$ cat config.mk
export PLATFORM = sky130hd
export DESIGN_NAME = fcs_host
export DESIGN_NICKNAME = d
export VERILOG_FILES = /design/src/fcs_host.v /design/src/fcs_bus_cycle.v
export VERILOG_INCLUDE_DIRS = /design/src
export SDC_FILE = /design/constraint.sdc
export NUM_CORES = 1
export LEC_CHECK = 0
export BUFFER_PORTS_ARGS = -buffer_cell sky130_fd_sc_hd__buf_2
export CAP_MARGIN = 0
export CORE_AREA = 4 4 164 87
export CTS_BUF_LIST = sky130_fd_sc_hd__clkbuf_8
export CTS_CLUSTER_DIAMETER = 30
export CTS_CLUSTER_SIZE = 40
export DETAILED_ROUTE_END_ITERATION = 10
export DIE_AREA = 0 0 168 91
export GPL_TIMING_DRIVEN = 0
export PLACE_DENSITY = 0.85
export SYNTH_ARGS = -nofsm -noshare
export SYNTH_HDL_FRONTEND = slang
export SYNTH_SLANG_ARGS = --single-unit
$ cat constraint.sdc
create_clock -name clk_i -period 5.4 [get_ports clk_i]
set_input_delay 0.54 -clock clk_i [delete_from_list [all_inputs] [get_ports clk_i]]
set_output_delay 0.54 -clock clk_i [all_outputs]
set_load 0.005 [all_outputs]
$ cat src/fcs_map.vh
// Constants for the flash command sequencer host controller
// Assumes a 200 MHz clock and a parallel NOR flash on plain pins
`ifndef FCS_MAP_VH
`define FCS_MAP_VH
`define FCS_ADR_CTRL     4'h0
`define FCS_ADR_ADDR     4'h1
`define FCS_ADR_DATA     4'h2
`define FCS_ADR_STAT     4'h3
`define FCS_ADR_RDATA    4'h4
`define FCS_OP_RESET     4'h1
`define FCS_OP_ASEL      4'h2
`define FCS_OP_SEC_IN    4'h3
`define FCS_OP_SEC_OUT   4'h4
`define FCS_OP_PROG      4'h5
`define FCS_OP_BYP_IN    4'h6
`define FCS_OP_BYP_PROG  4'h7
`define FCS_OP_BYP_OUT   4'h8
`define FCS_OP_CHIP_ER   4'h9
`define FCS_OP_READ      4'ha
`define FCS_UNLOCK_A1    22'h000555
`define FCS_UNLOCK_A2    22'h0002aa
`define FCS_UNLOCK_D1    16'h00aa
`define FCS_UNLOCK_D2    16'h0055
`define FCS_CMD_RESET    16'h00f0
`define FCS_CMD_ASEL     16'h0090
`define FCS_CMD_SEC_IN   16'h0088
`define FCS_CMD_SEC_OUT  16'h0000
`define FCS_CMD_PROG     16'h00a0
`define FCS_CMD_BYPASS   16'h0020
`define FCS_CMD_ERASE    16'h0080
`define FCS_CMD_CHIP     16'h0010
`define FCS_BYP_OUT1     16'h0090
`define FCS_BANK_MASK    22'h3f8000
`define FCS_PHASE_CYC    3'h4
`define FCS_ST_BUSY      0
`define FCS_ST_BYP       1
`define FCS_ST_SEC       2
`define FCS_ST_ASEL      3
`define FCS_ST_TLIM      4
`define FCS_ST_RDY       5
`define FCS_ST_ACC       6
`endif

$ cat src/fcs_host.v
// Host controller issuing command sequences to a banked NOR flash
// Assumes software on classic Wishbone; flash on plain pins, inputs synchronous
// Operation
// Autoselect: two unlocks, bank command
// Autoselect only when no bank busy
// Autoselect reads repeat without re-entry
// Protection query uses bank and sector
// Reset command leaves autoselect
// Three-cycle secure entry, four-cycle exit
// Secure region denied while busy
// No bypass or acceleration while secured
// Program: two unlocks, setup, address data
// Program done shown on ready busy
// Commands ignored while programming
// Secure and autoselect unavailable during program
// Programming clears bits only
// Program in any address order
// Bypass entry: two unlocks then 20h
// Bypass program: A0h then address data
// Bypass accepts only program and reset
// High voltage enters accelerated bypass
// Chip erase: six write cycles
// Erase preprograms internally, host idle
// Erase done shown on ready busy
// Commands ignored during chip erase
// Address on falling, data on rising
// Reset between program cycles aborts
// Time-limit flag needs reset command
// Mismatched cycle abandons the sequence
//
// Design decisions made here: register access over Wishbone and the address map.
`timescale 1ns/1ps
`include "fcs_map.vh"
module fcs_host (
  input  wire        clk_i,
  input  wire        rst_i,
  input  wire [3:0]  wb_adr_i,
  input  wire [31:0] wb_dat_i,
  output reg  [31:0] wb_dat_o,
  input  wire        wb_we_i,
  input  wire [3:0]  wb_sel_i,
  input  wire        wb_cyc_i,
  input  wire        wb_stb_i,
  output reg         wb_ack_o,
  output wire [21:0] fl_addr_o,
  output wire [15:0] fl_dq_o,
  output wire        fl_dq_oe_o,
  input  wire [15:0] fl_dq_i,
  output wire        fl_ce_n_o,
  output wire        fl_we_n_o,
  output wire        fl_oe_n_o,
  output wire        fl_byte_n_o,
  output reg         protect_accel_pin_o,
  output reg         fl_reset_n_o,
  input  wire        ready_busy_output_i
);
  localparam S_IDLE = 4'b0001;
  localparam S_LOAD = 4'b0010;
  localparam S_CYC  = 4'b0100;
  localparam S_WAIT = 4'b1000;

  reg  [3:0]  state;
  reg  [3:0]  op;
  reg  [2:0]  step;
  reg  [2:0]  nsteps;
  reg  [21:0] addr;
  reg  [15:0] wdata;
  reg  [15:0] rdata;
  reg         busy;
  reg         in_bypass;
  reg         in_secure;
  reg         in_asel;
  reg         tlim;
  reg         refused;
  reg         accel;
  reg         word_mode;
  reg         hw_reset;
  reg         cyc_start;
  reg         cyc_write;
  reg  [21:0] cyc_addr;
  reg  [15:0] cyc_data;
  wire        cyc_done;
  wire [15:0] cyc_rdata;
  wire [21:0] bank;
  wire        wb_req;

  assign bank        = addr & `FCS_BANK_MASK;
  assign wb_req      = wb_cyc_i & wb_stb_i & ~wb_ack_o;
  assign fl_byte_n_o = word_mode;

  // Cycle count of each command sequence
  function [2:0] seq_len;
    input [3:0] o;
    begin
      case (o)
        `FCS_OP_RESET:    seq_len = 3'h1;
        `FCS_OP_READ:     seq_len = 3'h1;
        `FCS_OP_ASEL:     seq_len = 3'h3;
        `FCS_OP_SEC_IN:   seq_len = 3'h3;
        `FCS_OP_SEC_OUT:  seq_len = 3'h4;
        `FCS_OP_PROG:     seq_len = 3'h4;
        `FCS_OP_BYP_IN:   seq_len = 3'h3;
        `FCS_OP_BYP_PROG: seq_len = 3'h2;
        `FCS_OP_BYP_OUT:  seq_len = 3'h2;
        `FCS_OP_CHIP_ER:  seq_len = 3'h6;
        default:          seq_len = 3'h0;
      endcase
    end
  endfunction

  // Whether the operation may start from the present state
  function allowed;
    input [3:0] o;
    input       b;
    input       byp;
    input       sec;
    begin
      case (o)
        `FCS_OP_RESET:    allowed = ~b | tlim;
        `FCS_OP_READ:     allowed = ~b;
        `FCS_OP_ASEL:     allowed = ~b & ~byp;
        `FCS_OP_SEC_IN:   allowed = ~b & ~byp;
        `FCS_OP_SEC_OUT:  allowed = ~b & sec;
        `FCS_OP_PROG:     allowed = ~b & ~byp;
        `FCS_OP_BYP_IN:   allowed = ~b & ~sec & ~byp;
        `FCS_OP_BYP_PROG: allowed = ~b & byp & ~sec;
        `FCS_OP_BYP_OUT:  allowed = ~b & byp & ~accel;
        `FCS_OP_CHIP_ER:  allowed = ~b & ~byp & ~sec;
        default:          allowed = 1'b0;
      endcase
    end
  endfunction

  // Address and data of each sequence step
  always @* begin
    cyc_write = 1'b1;
    cyc_addr  = `FCS_UNLOCK_A1;
    cyc_data  = `FCS_UNLOCK_D1;
    case (op)
      `FCS_OP_RESET: begin
        cyc_data = `FCS_CMD_RESET;
      end
      `FCS_OP_READ: begin
        cyc_write = 1'b0;
        cyc_addr  = addr;
      end
      `FCS_OP_BYP_PROG: begin
        cyc_addr = (step == 3'h0) ? bank : addr;
        cyc_data = (step == 3'h0) ? `FCS_CMD_PROG : wdata;
      end
      `FCS_OP_BYP_OUT: begin
        cyc_addr = bank;
        cyc_data = (step == 3'h0) ? `FCS_BYP_OUT1 : `FCS_CMD_SEC_OUT;
      end
      default: begin
        if (step == 3'h1 || step == 3'h4) begin
          cyc_addr = `FCS_UNLOCK_A2;
          cyc_data = `FCS_UNLOCK_D2;
        end else if (step == 3'h2) begin
          cyc_addr = bank | `FCS_UNLOCK_A1;
          case (op)
            `FCS_OP_ASEL:    cyc_data = `FCS_CMD_ASEL;
            `FCS_OP_SEC_IN:  cyc_data = `FCS_CMD_SEC_IN;
            `FCS_OP_SEC_OUT: cyc_data = `FCS_CMD_ASEL;
            `FCS_OP_PROG:    cyc_data = `FCS_CMD_PROG;
            `FCS_OP_BYP_IN:  cyc_data = `FCS_CMD_BYPASS;
            default:         cyc_data = `FCS_CMD_ERASE;
          endcase
        end else if (step == 3'h3) begin
          cyc_addr = (op == `FCS_OP_PROG) ? addr : `FCS_UNLOCK_A1;
          cyc_data = (op == `FCS_OP_PROG) ? wdata :
                     (op == `FCS_OP_SEC_OUT) ? `FCS_CMD_SEC_OUT : `FCS_UNLOCK_D1;
        end else if (step == 3'h5) begin
          cyc_data = `FCS_CMD_CHIP;
        end
      end
    endcase
  end

  fcs_bus_cycle u_cycle (
    .clk_i      (clk_i),
    .rst_i      (rst_i),
    .start_i    (cyc_start),
    .write_i    (cyc_write),
    .addr_i     (cyc_addr),
    .data_i     (cyc_data),
    .done_o     (cyc_done),
    .rdata_o    (cyc_rdata),
    .fl_addr_o  (fl_addr_o),
    .fl_dq_o    (fl_dq_o),
    .fl_dq_oe_o (fl_dq_oe_o),
    .fl_dq_i    (fl_dq_i),
    .fl_ce_n_o  (fl_ce_n_o),
    .fl_we_n_o  (fl_we_n_o),
    .fl_oe_n_o  (fl_oe_n_o)
  );

  // Sequencer
  always @(posedge clk_i) begin
    if (rst_i) begin
      state     <= S_IDLE;
      op        <= 4'h0;
      step      <= 3'h0;
      nsteps    <= 3'h0;
      busy      <= 1'b0;
      in_bypass <= 1'b0;
      in_secure <= 1'b0;
      in_asel   <= 1'b0;
      tlim      <= 1'b0;
      refused   <= 1'b0;
      rdata     <= 16'h0000;
      cyc_start <= 1'b0;
    end else begin
      cyc_start <= 1'b0;
      if (hw_reset) begin
        // Hardware reset aborts any algorithm
        state     <= S_IDLE;
        busy      <= 1'b0;
        in_bypass <= 1'b0;
        in_secure <= 1'b0;
        in_asel   <= 1'b0;
      end else begin
        if (accel && !in_secure) begin
          in_bypass <= 1'b1;
        end
        case (state)
          S_IDLE: begin
            if (wb_req && wb_we_i && wb_adr_i == `FCS_ADR_CTRL && wb_sel_i[0]) begin
              if (allowed(wb_dat_i[3:0], busy, in_bypass, in_secure)) begin
                op      <= wb_dat_i[3:0];
                nsteps  <= seq_len(wb_dat_i[3:0]);
                step    <= 3'h0;
                refused <= 1'b0;
                state   <= S_LOAD;
              end else begin
                refused <= 1'b1;
              end
            end else if (busy && ready_busy_output_i) begin
              busy <= 1'b0;
            end
          end
          S_LOAD: begin
            cyc_start <= 1'b1;
            state     <= S_CYC;
          end
          S_CYC: begin
            if (cyc_done) begin
              if (step == nsteps - 3'h1) begin
                state <= S_WAIT;
              end else begin
                step  <= step + 3'h1;
                state <= S_LOAD;
              end
            end
          end
          S_WAIT: begin
            state <= S_IDLE;
            case (op)
              `FCS_OP_READ: begin
                rdata <= cyc_rdata;
                if (busy && cyc_rdata[5]) begin
                  tlim <= 1'b1;
                end
              end
              `FCS_OP_RESET: begin
                in_asel <= 1'b0;
                tlim    <= 1'b0;
                busy    <= 1'b0;
              end
              `FCS_OP_ASEL:    in_asel   <= 1'b1;
              `FCS_OP_SEC_IN:  in_secure <= 1'b1;
              `FCS_OP_SEC_OUT: in_secure <= 1'b0;
              `FCS_OP_BYP_IN:  in_bypass <= 1'b1;
              `FCS_OP_BYP_OUT: in_bypass <= 1'b0;
              default:         busy      <= 1'b1;
            endcase
          end
          default: state <= S_IDLE;
        endcase
      end
    end
  end

  // Wishbone slave, one wait state
  always @(posedge clk_i) begin
    if (rst_i) begin
      wb_ack_o            <= 1'b0;
      wb_dat_o            <= 32'h00000000;
      addr                <= 22'h000000;
      wdata               <= 16'h0000;
      accel               <= 1'b0;
      word_mode           <= 1'b1;
      hw_reset            <= 1'b0;
      protect_accel_pin_o <= 1'b0;
      fl_reset_n_o        <= 1'b0;
    end else begin
      wb_ack_o            <= wb_req;
      hw_reset            <= 1'b0;
      fl_reset_n_o        <= ~hw_reset;
      protect_accel_pin_o <= accel & ~in_secure;
      wb_dat_o            <= 32'h00000000;
      if (wb_req && wb_we_i) begin
        case (wb_adr_i)
          `FCS_ADR_CTRL: begin
            if (wb_sel_i[1]) begin
              accel     <= wb_dat_i[8];
              word_mode <= wb_dat_i[9];
              hw_reset  <= wb_dat_i[10];
            end
          end
          `FCS_ADR_ADDR: addr  <= wb_dat_i[21:0];
          `FCS_ADR_DATA: wdata <= wb_dat_i[15:0];
          default: ;
        endcase
      end else if (wb_req) begin
        case (wb_adr_i)
          `FCS_ADR_CTRL:  wb_dat_o <= {21'h000000, hw_reset, word_mode, accel, 4'h0, op};
          `FCS_ADR_ADDR:  wb_dat_o <= {10'h000, addr};
          `FCS_ADR_DATA:  wdata    <= wdata;
          `FCS_ADR_STAT:  wb_dat_o <= {24'h000000, refused, accel, ready_busy_output_i, tlim,
                                       in_asel, in_secure, in_bypass, busy | (state != S_IDLE)};
          `FCS_ADR_RDATA: wb_dat_o <= {16'h0000, rdata};
          default:        wb_dat_o <= 32'h00000000;
        endcase
      end
    end
  end
endmodule

$ cat src/fcs_bus_cycle.v
// One flash bus cycle: write or read on the parallel pins
// Assumes the flash samples address on falling and data on rising write enable
`timescale 1ns/1ps
`include "fcs_map.vh"
module fcs_bus_cycle (
  input  wire        clk_i,
  input  wire        rst_i,
  input  wire        start_i,
  input  wire        write_i,
  input  wire [21:0] addr_i,
  input  wire [15:0] data_i,
  output wire        done_o,
  output reg  [15:0] rdata_o,
  output reg  [21:0] fl_addr_o,
  output reg  [15:0] fl_dq_o,
  output reg         fl_dq_oe_o,
  input  wire [15:0] fl_dq_i,
  output reg         fl_ce_n_o,
  output reg         fl_we_n_o,
  output reg         fl_oe_n_o
);
  localparam S_IDLE = 3'b001;
  localparam S_SET  = 3'b010;
  localparam S_HOLD = 3'b100;
  reg [2:0] state;
  reg [2:0] cnt;
  assign done_o = (state == S_HOLD) && (cnt == 3'h0);
  always @(posedge clk_i) begin
    if (rst_i) begin
      state      <= S_IDLE;
      cnt        <= 3'h0;
      rdata_o    <= 16'h0000;
      fl_addr_o  <= 22'h000000;
      fl_dq_o    <= 16'h0000;
      fl_dq_oe_o <= 1'b0;
      fl_ce_n_o  <= 1'b1;
      fl_we_n_o  <= 1'b1;
      fl_oe_n_o  <= 1'b1;
    end else begin
      case (state)
        S_IDLE: begin
          if (start_i) begin
            fl_addr_o  <= addr_i;
            fl_dq_o    <= data_i;
            fl_dq_oe_o <= write_i;
            fl_ce_n_o  <= 1'b0;
            cnt        <= `FCS_PHASE_CYC;
            state      <= S_SET;
          end
        end
        S_SET: begin
          // Address captured on this falling strobe
          fl_we_n_o <= ~fl_dq_oe_o;
          fl_oe_n_o <= fl_dq_oe_o;
          cnt       <= `FCS_PHASE_CYC;
          state     <= S_HOLD;
        end
        S_HOLD: begin
          if (cnt != 3'h0) begin
            cnt <= cnt - 3'h1;
          end else begin
            // Data captured on the rising strobe
            rdata_o    <= fl_dq_i;
            fl_we_n_o  <= 1'b1;
            fl_oe_n_o  <= 1'b1;
            fl_ce_n_o  <= 1'b1;
            fl_dq_oe_o <= 1'b0;
            state      <= S_IDLE;
          end
        end
        default: state <= S_IDLE;
      endcase
    end
  end
endmodule

==> results.md <==
- Final Max Tran Viols: 0
- CP Buf/Inv Count: 2
- Cell Area, Synth: 0.00691 sq mm
- Final setup violation count: 0
- Starting Density: 54.9%
- Drt total wl: 20.0 mm
- Share of cells above drive strength 1: 18.1%
- Mapped Avg Cell Area: 8.50 sq um
- Crit path max-delay family: compound AO/OA/AOI/OAI gates
- Initial DRC count: 740
- Root buffer cell: clkbuf_8
- Maximum operating frequency: ~360 MHz
- Cells after synthesis: 813
- CP most frequent cell: clkbuf_1
- CP startpoint: op[0]
- Hold Vio Cnt, Final: 0
- Leak: 3.23 nW
- Drt first pass iters: 5
- Max_cap viols: 0
- Worst R2R Start: op[0]
- Vert. Die Dim: about 91 um
- Antenna violations before repair: 0
- Distinct cell type count after synthesis: 66
- Clock Pin Slew Worst Setup and Hold Paths: 0.10 ns
- FFs w/ async S/R, synth: 0%
- CTS H-tree depth: 4
- Hold Buf Count CTS: 0
- Ys flop type: dfxtp_1
- Worst-margin pin slew: 1.38 ns
- Switching share of total power: 24.9%
- Sequential fraction of the synthesis area: 48.4%
- EDFF count, synth: 0
- Vias in the first global route: 6186
- Slowest cell on crit path: a31oi_1
- Clock skew: 0.0136 ns
- Gate power share: 7.6%
- # IOs: 140
- # rows: 29
- Most common cell after layout, fill and taps aside: dfxtp_1
- Clk sinks: 167
- PD cells: around 300 mW/mm^2
- Net Switching: 0.000607 W
- RSZ-0062 raised after global routing: false
- Placer Congestion: just over 0.9
- Hold Startpoint: fl_dq_i[8]
- Post-DRT Antenna Nets: 0
- Ys Warns: 0
- VDD IR-drop max: 0.169 mV
- Crit path cell chain: clkbuf_1, or3b_2, clkbuf_1, o211ai_1, a21o_1, a31oi_1, a22oi_1, nor2_1
- Post-DP HPWL: 14.8 mm
- # fillers: ~1100
- Post-CTS Resized: 0
- Min-Delay Path Depth: 3
- Synth-to-Final Area Change: 18.2%
- Crit path required time: 5.80 ns
- Arrival @ worst endpoint: 3.14 ns
- Type of the worst min-delay path: in2reg
- Period Utilization, post-route: approximately half
- CTS buffer count: 17
- Worst path depth: 8
- Synth area leaders: dfxtp_1 (48%), nand2_1 (7.2%), a21oi_1 (6.2%)
- Worst skew pair latency: 0.47 ns
- CP Launch Type: flop
- Clk pwr share: around two fifths
- PortBufs: roughly 110
- Flops & latches, synth: roughly 170
- Critical path type: reg2reg
- Gr ovfl total: 0
- Die footprint: 0.0153 sq mm
- Worst-path fanout max: 10
- Antenna cells: 0
- Slew HR: 7.01%
- GRT Util Overall: 25.7%
- Area of the core: 0.0126 sq mm
- Wire per inst: 17.6 um
- R2r setup slk: 2.65 ns
- Global-route wire length before repair: 31.8 mm
- Vias/cell: 5.77
- Fin Setup TNS: 0 ns
- DP Worst Slack: 2.55 ns
- R2r worst-path depth: 8
- Post-synth top area share: 48.4%
- CTS tree: built
- Vias: between 6000 and 7000
- Outcome: completed
- Sequential power share: 51.4%
- Residual DRC: 0
- Final WS setup: 2.65 ns
- Clock buffer depth: 2
- Post-CTS setup buffers: 0
- # nets final: between 1000 and 1500
- Die X: 168 um
- Pwr Total: 0.00244 W
- P_int: 0.00183 W
- Max incr delay on CP: 0.72 ns
- Hold WS: 0.306 ns
- CP Capture Type: flop
- Post-synth top area cell: dfxtp_1
- Most frequent cells in the layout: dfxtp_1 (167), nand2_1 (132), buf_2 (118)
- Final min period: 2.75 ns
- Largest net degree at the start of global routing: 17
cells in the mapped netlist, drive strengths merged (2+ instances only):
cell type  count
dfxtp        167
nand2        132
nor2         103
a21oi         86
clkbuf        41
o21ai         27
a22oi         25
mux2i         25
nor3          22
buf           21
a211oi        14
nand2b        14
inv           13
a222oi        12
nand3         11
nor2b         10
and3           9
ha             8
nor4           6
nor4b          6
nand3b         5
a31oi          4
xor2           4
and2           3
o211ai         3
o31ai          3
or3b           3
or4b           3
a21o           2
a221oi         2
mux2           2
nor3b          2
o22ai          2
o32ai          2
or2            2
or3            2
registers in the layout (all words and copies together), names as in the netlist, 16 cells and up:
register / count
u_cycle.fl_dq_o: 16
wb_dat_o: 22
u_cycle.rdata_o: 16
u_cycle.fl_addr_o: 22
wdata: 16
addr: 22
rdata: 16
cells by family (layout without fill, tap and decap cells):
kind of cell	Yosys count	after routing	synth area share [%]
and+or+nand+nor	340	340	23.3
AOI/OAI and AO/OA	190	190	17.3
DFF	167	167	48.4
buffers and inverters	75	220	4.86
muxes	27	27	3.95
adders and majority gates	8	8	1.45
xor gates and xnor gates	5	5	0.634
other	1	10	0.0543
final timing paths:
kind	endpoint
max	u_cycle.fl_addr_o[15]
max reg2reg	u_cycle.fl_addr_o[15]
min	u_cycle.rdata_o[8]
min reg2reg	rdata[4]
final cells by class:
type / instances / area, sq um / area share [%]
Buffer: 62 / 287 / 3.51
Inverter: 13 / 48.8 / 0.598
Sequential cell: 167 / 3340 / 40.9
Clock buffer: 18 / 248 / 3.03
Timing Repair Buffer: 114 / 571 / 6.99
Multi-Input combinational cell: 580 / 3260 / 39.9
Clock inverter: 13 / 195 / 2.39
Tap cell: 170 / 213 / 2.60
tightest hold or removal path, cell delays in order:
cell and delay (ns):
buf_2 0.10, nand2_1 0.05, a21oi_1 0.05
metrics by stage:
stage,instances,util (%),area (sq um)
after floorplan,822,-,6940
after global placement,1106,61.3,7720
after detailed placement,1106,61.3,7720
after CTS,1137,64.9,8170
after global routing,1137,64.9,8170
final,1137,64.9,8170
metal layers:
layer / part of all wire [%] / global-route usage (%) / wire length (um) / vias to the layer above
met5: 0 / 0 / 0 / -
met4: 1.7 / 8.91 / 343 / 0
met3: 10 / 6.98 / 2050 / 39
met2: 46 / 40.9 / 9310 / 333
met1: 42 / 34.2 / 8340 / 3073
li1: - / - / - / 3110
power by group through the flow:
stage                     combinational [W]  sequential [W]  clock, W
after floorplan                    0.000120         0.00128         0
after global placement             0.000177         0.00128         0
after detailed placement           0.000181         0.00128         0
after CTS                          0.000183         0.00125  0.000993
after global routing               0.000202         0.00126   0.00105
final                              0.000185         0.00125  0.000999
(Power assumes the default switching activity.)
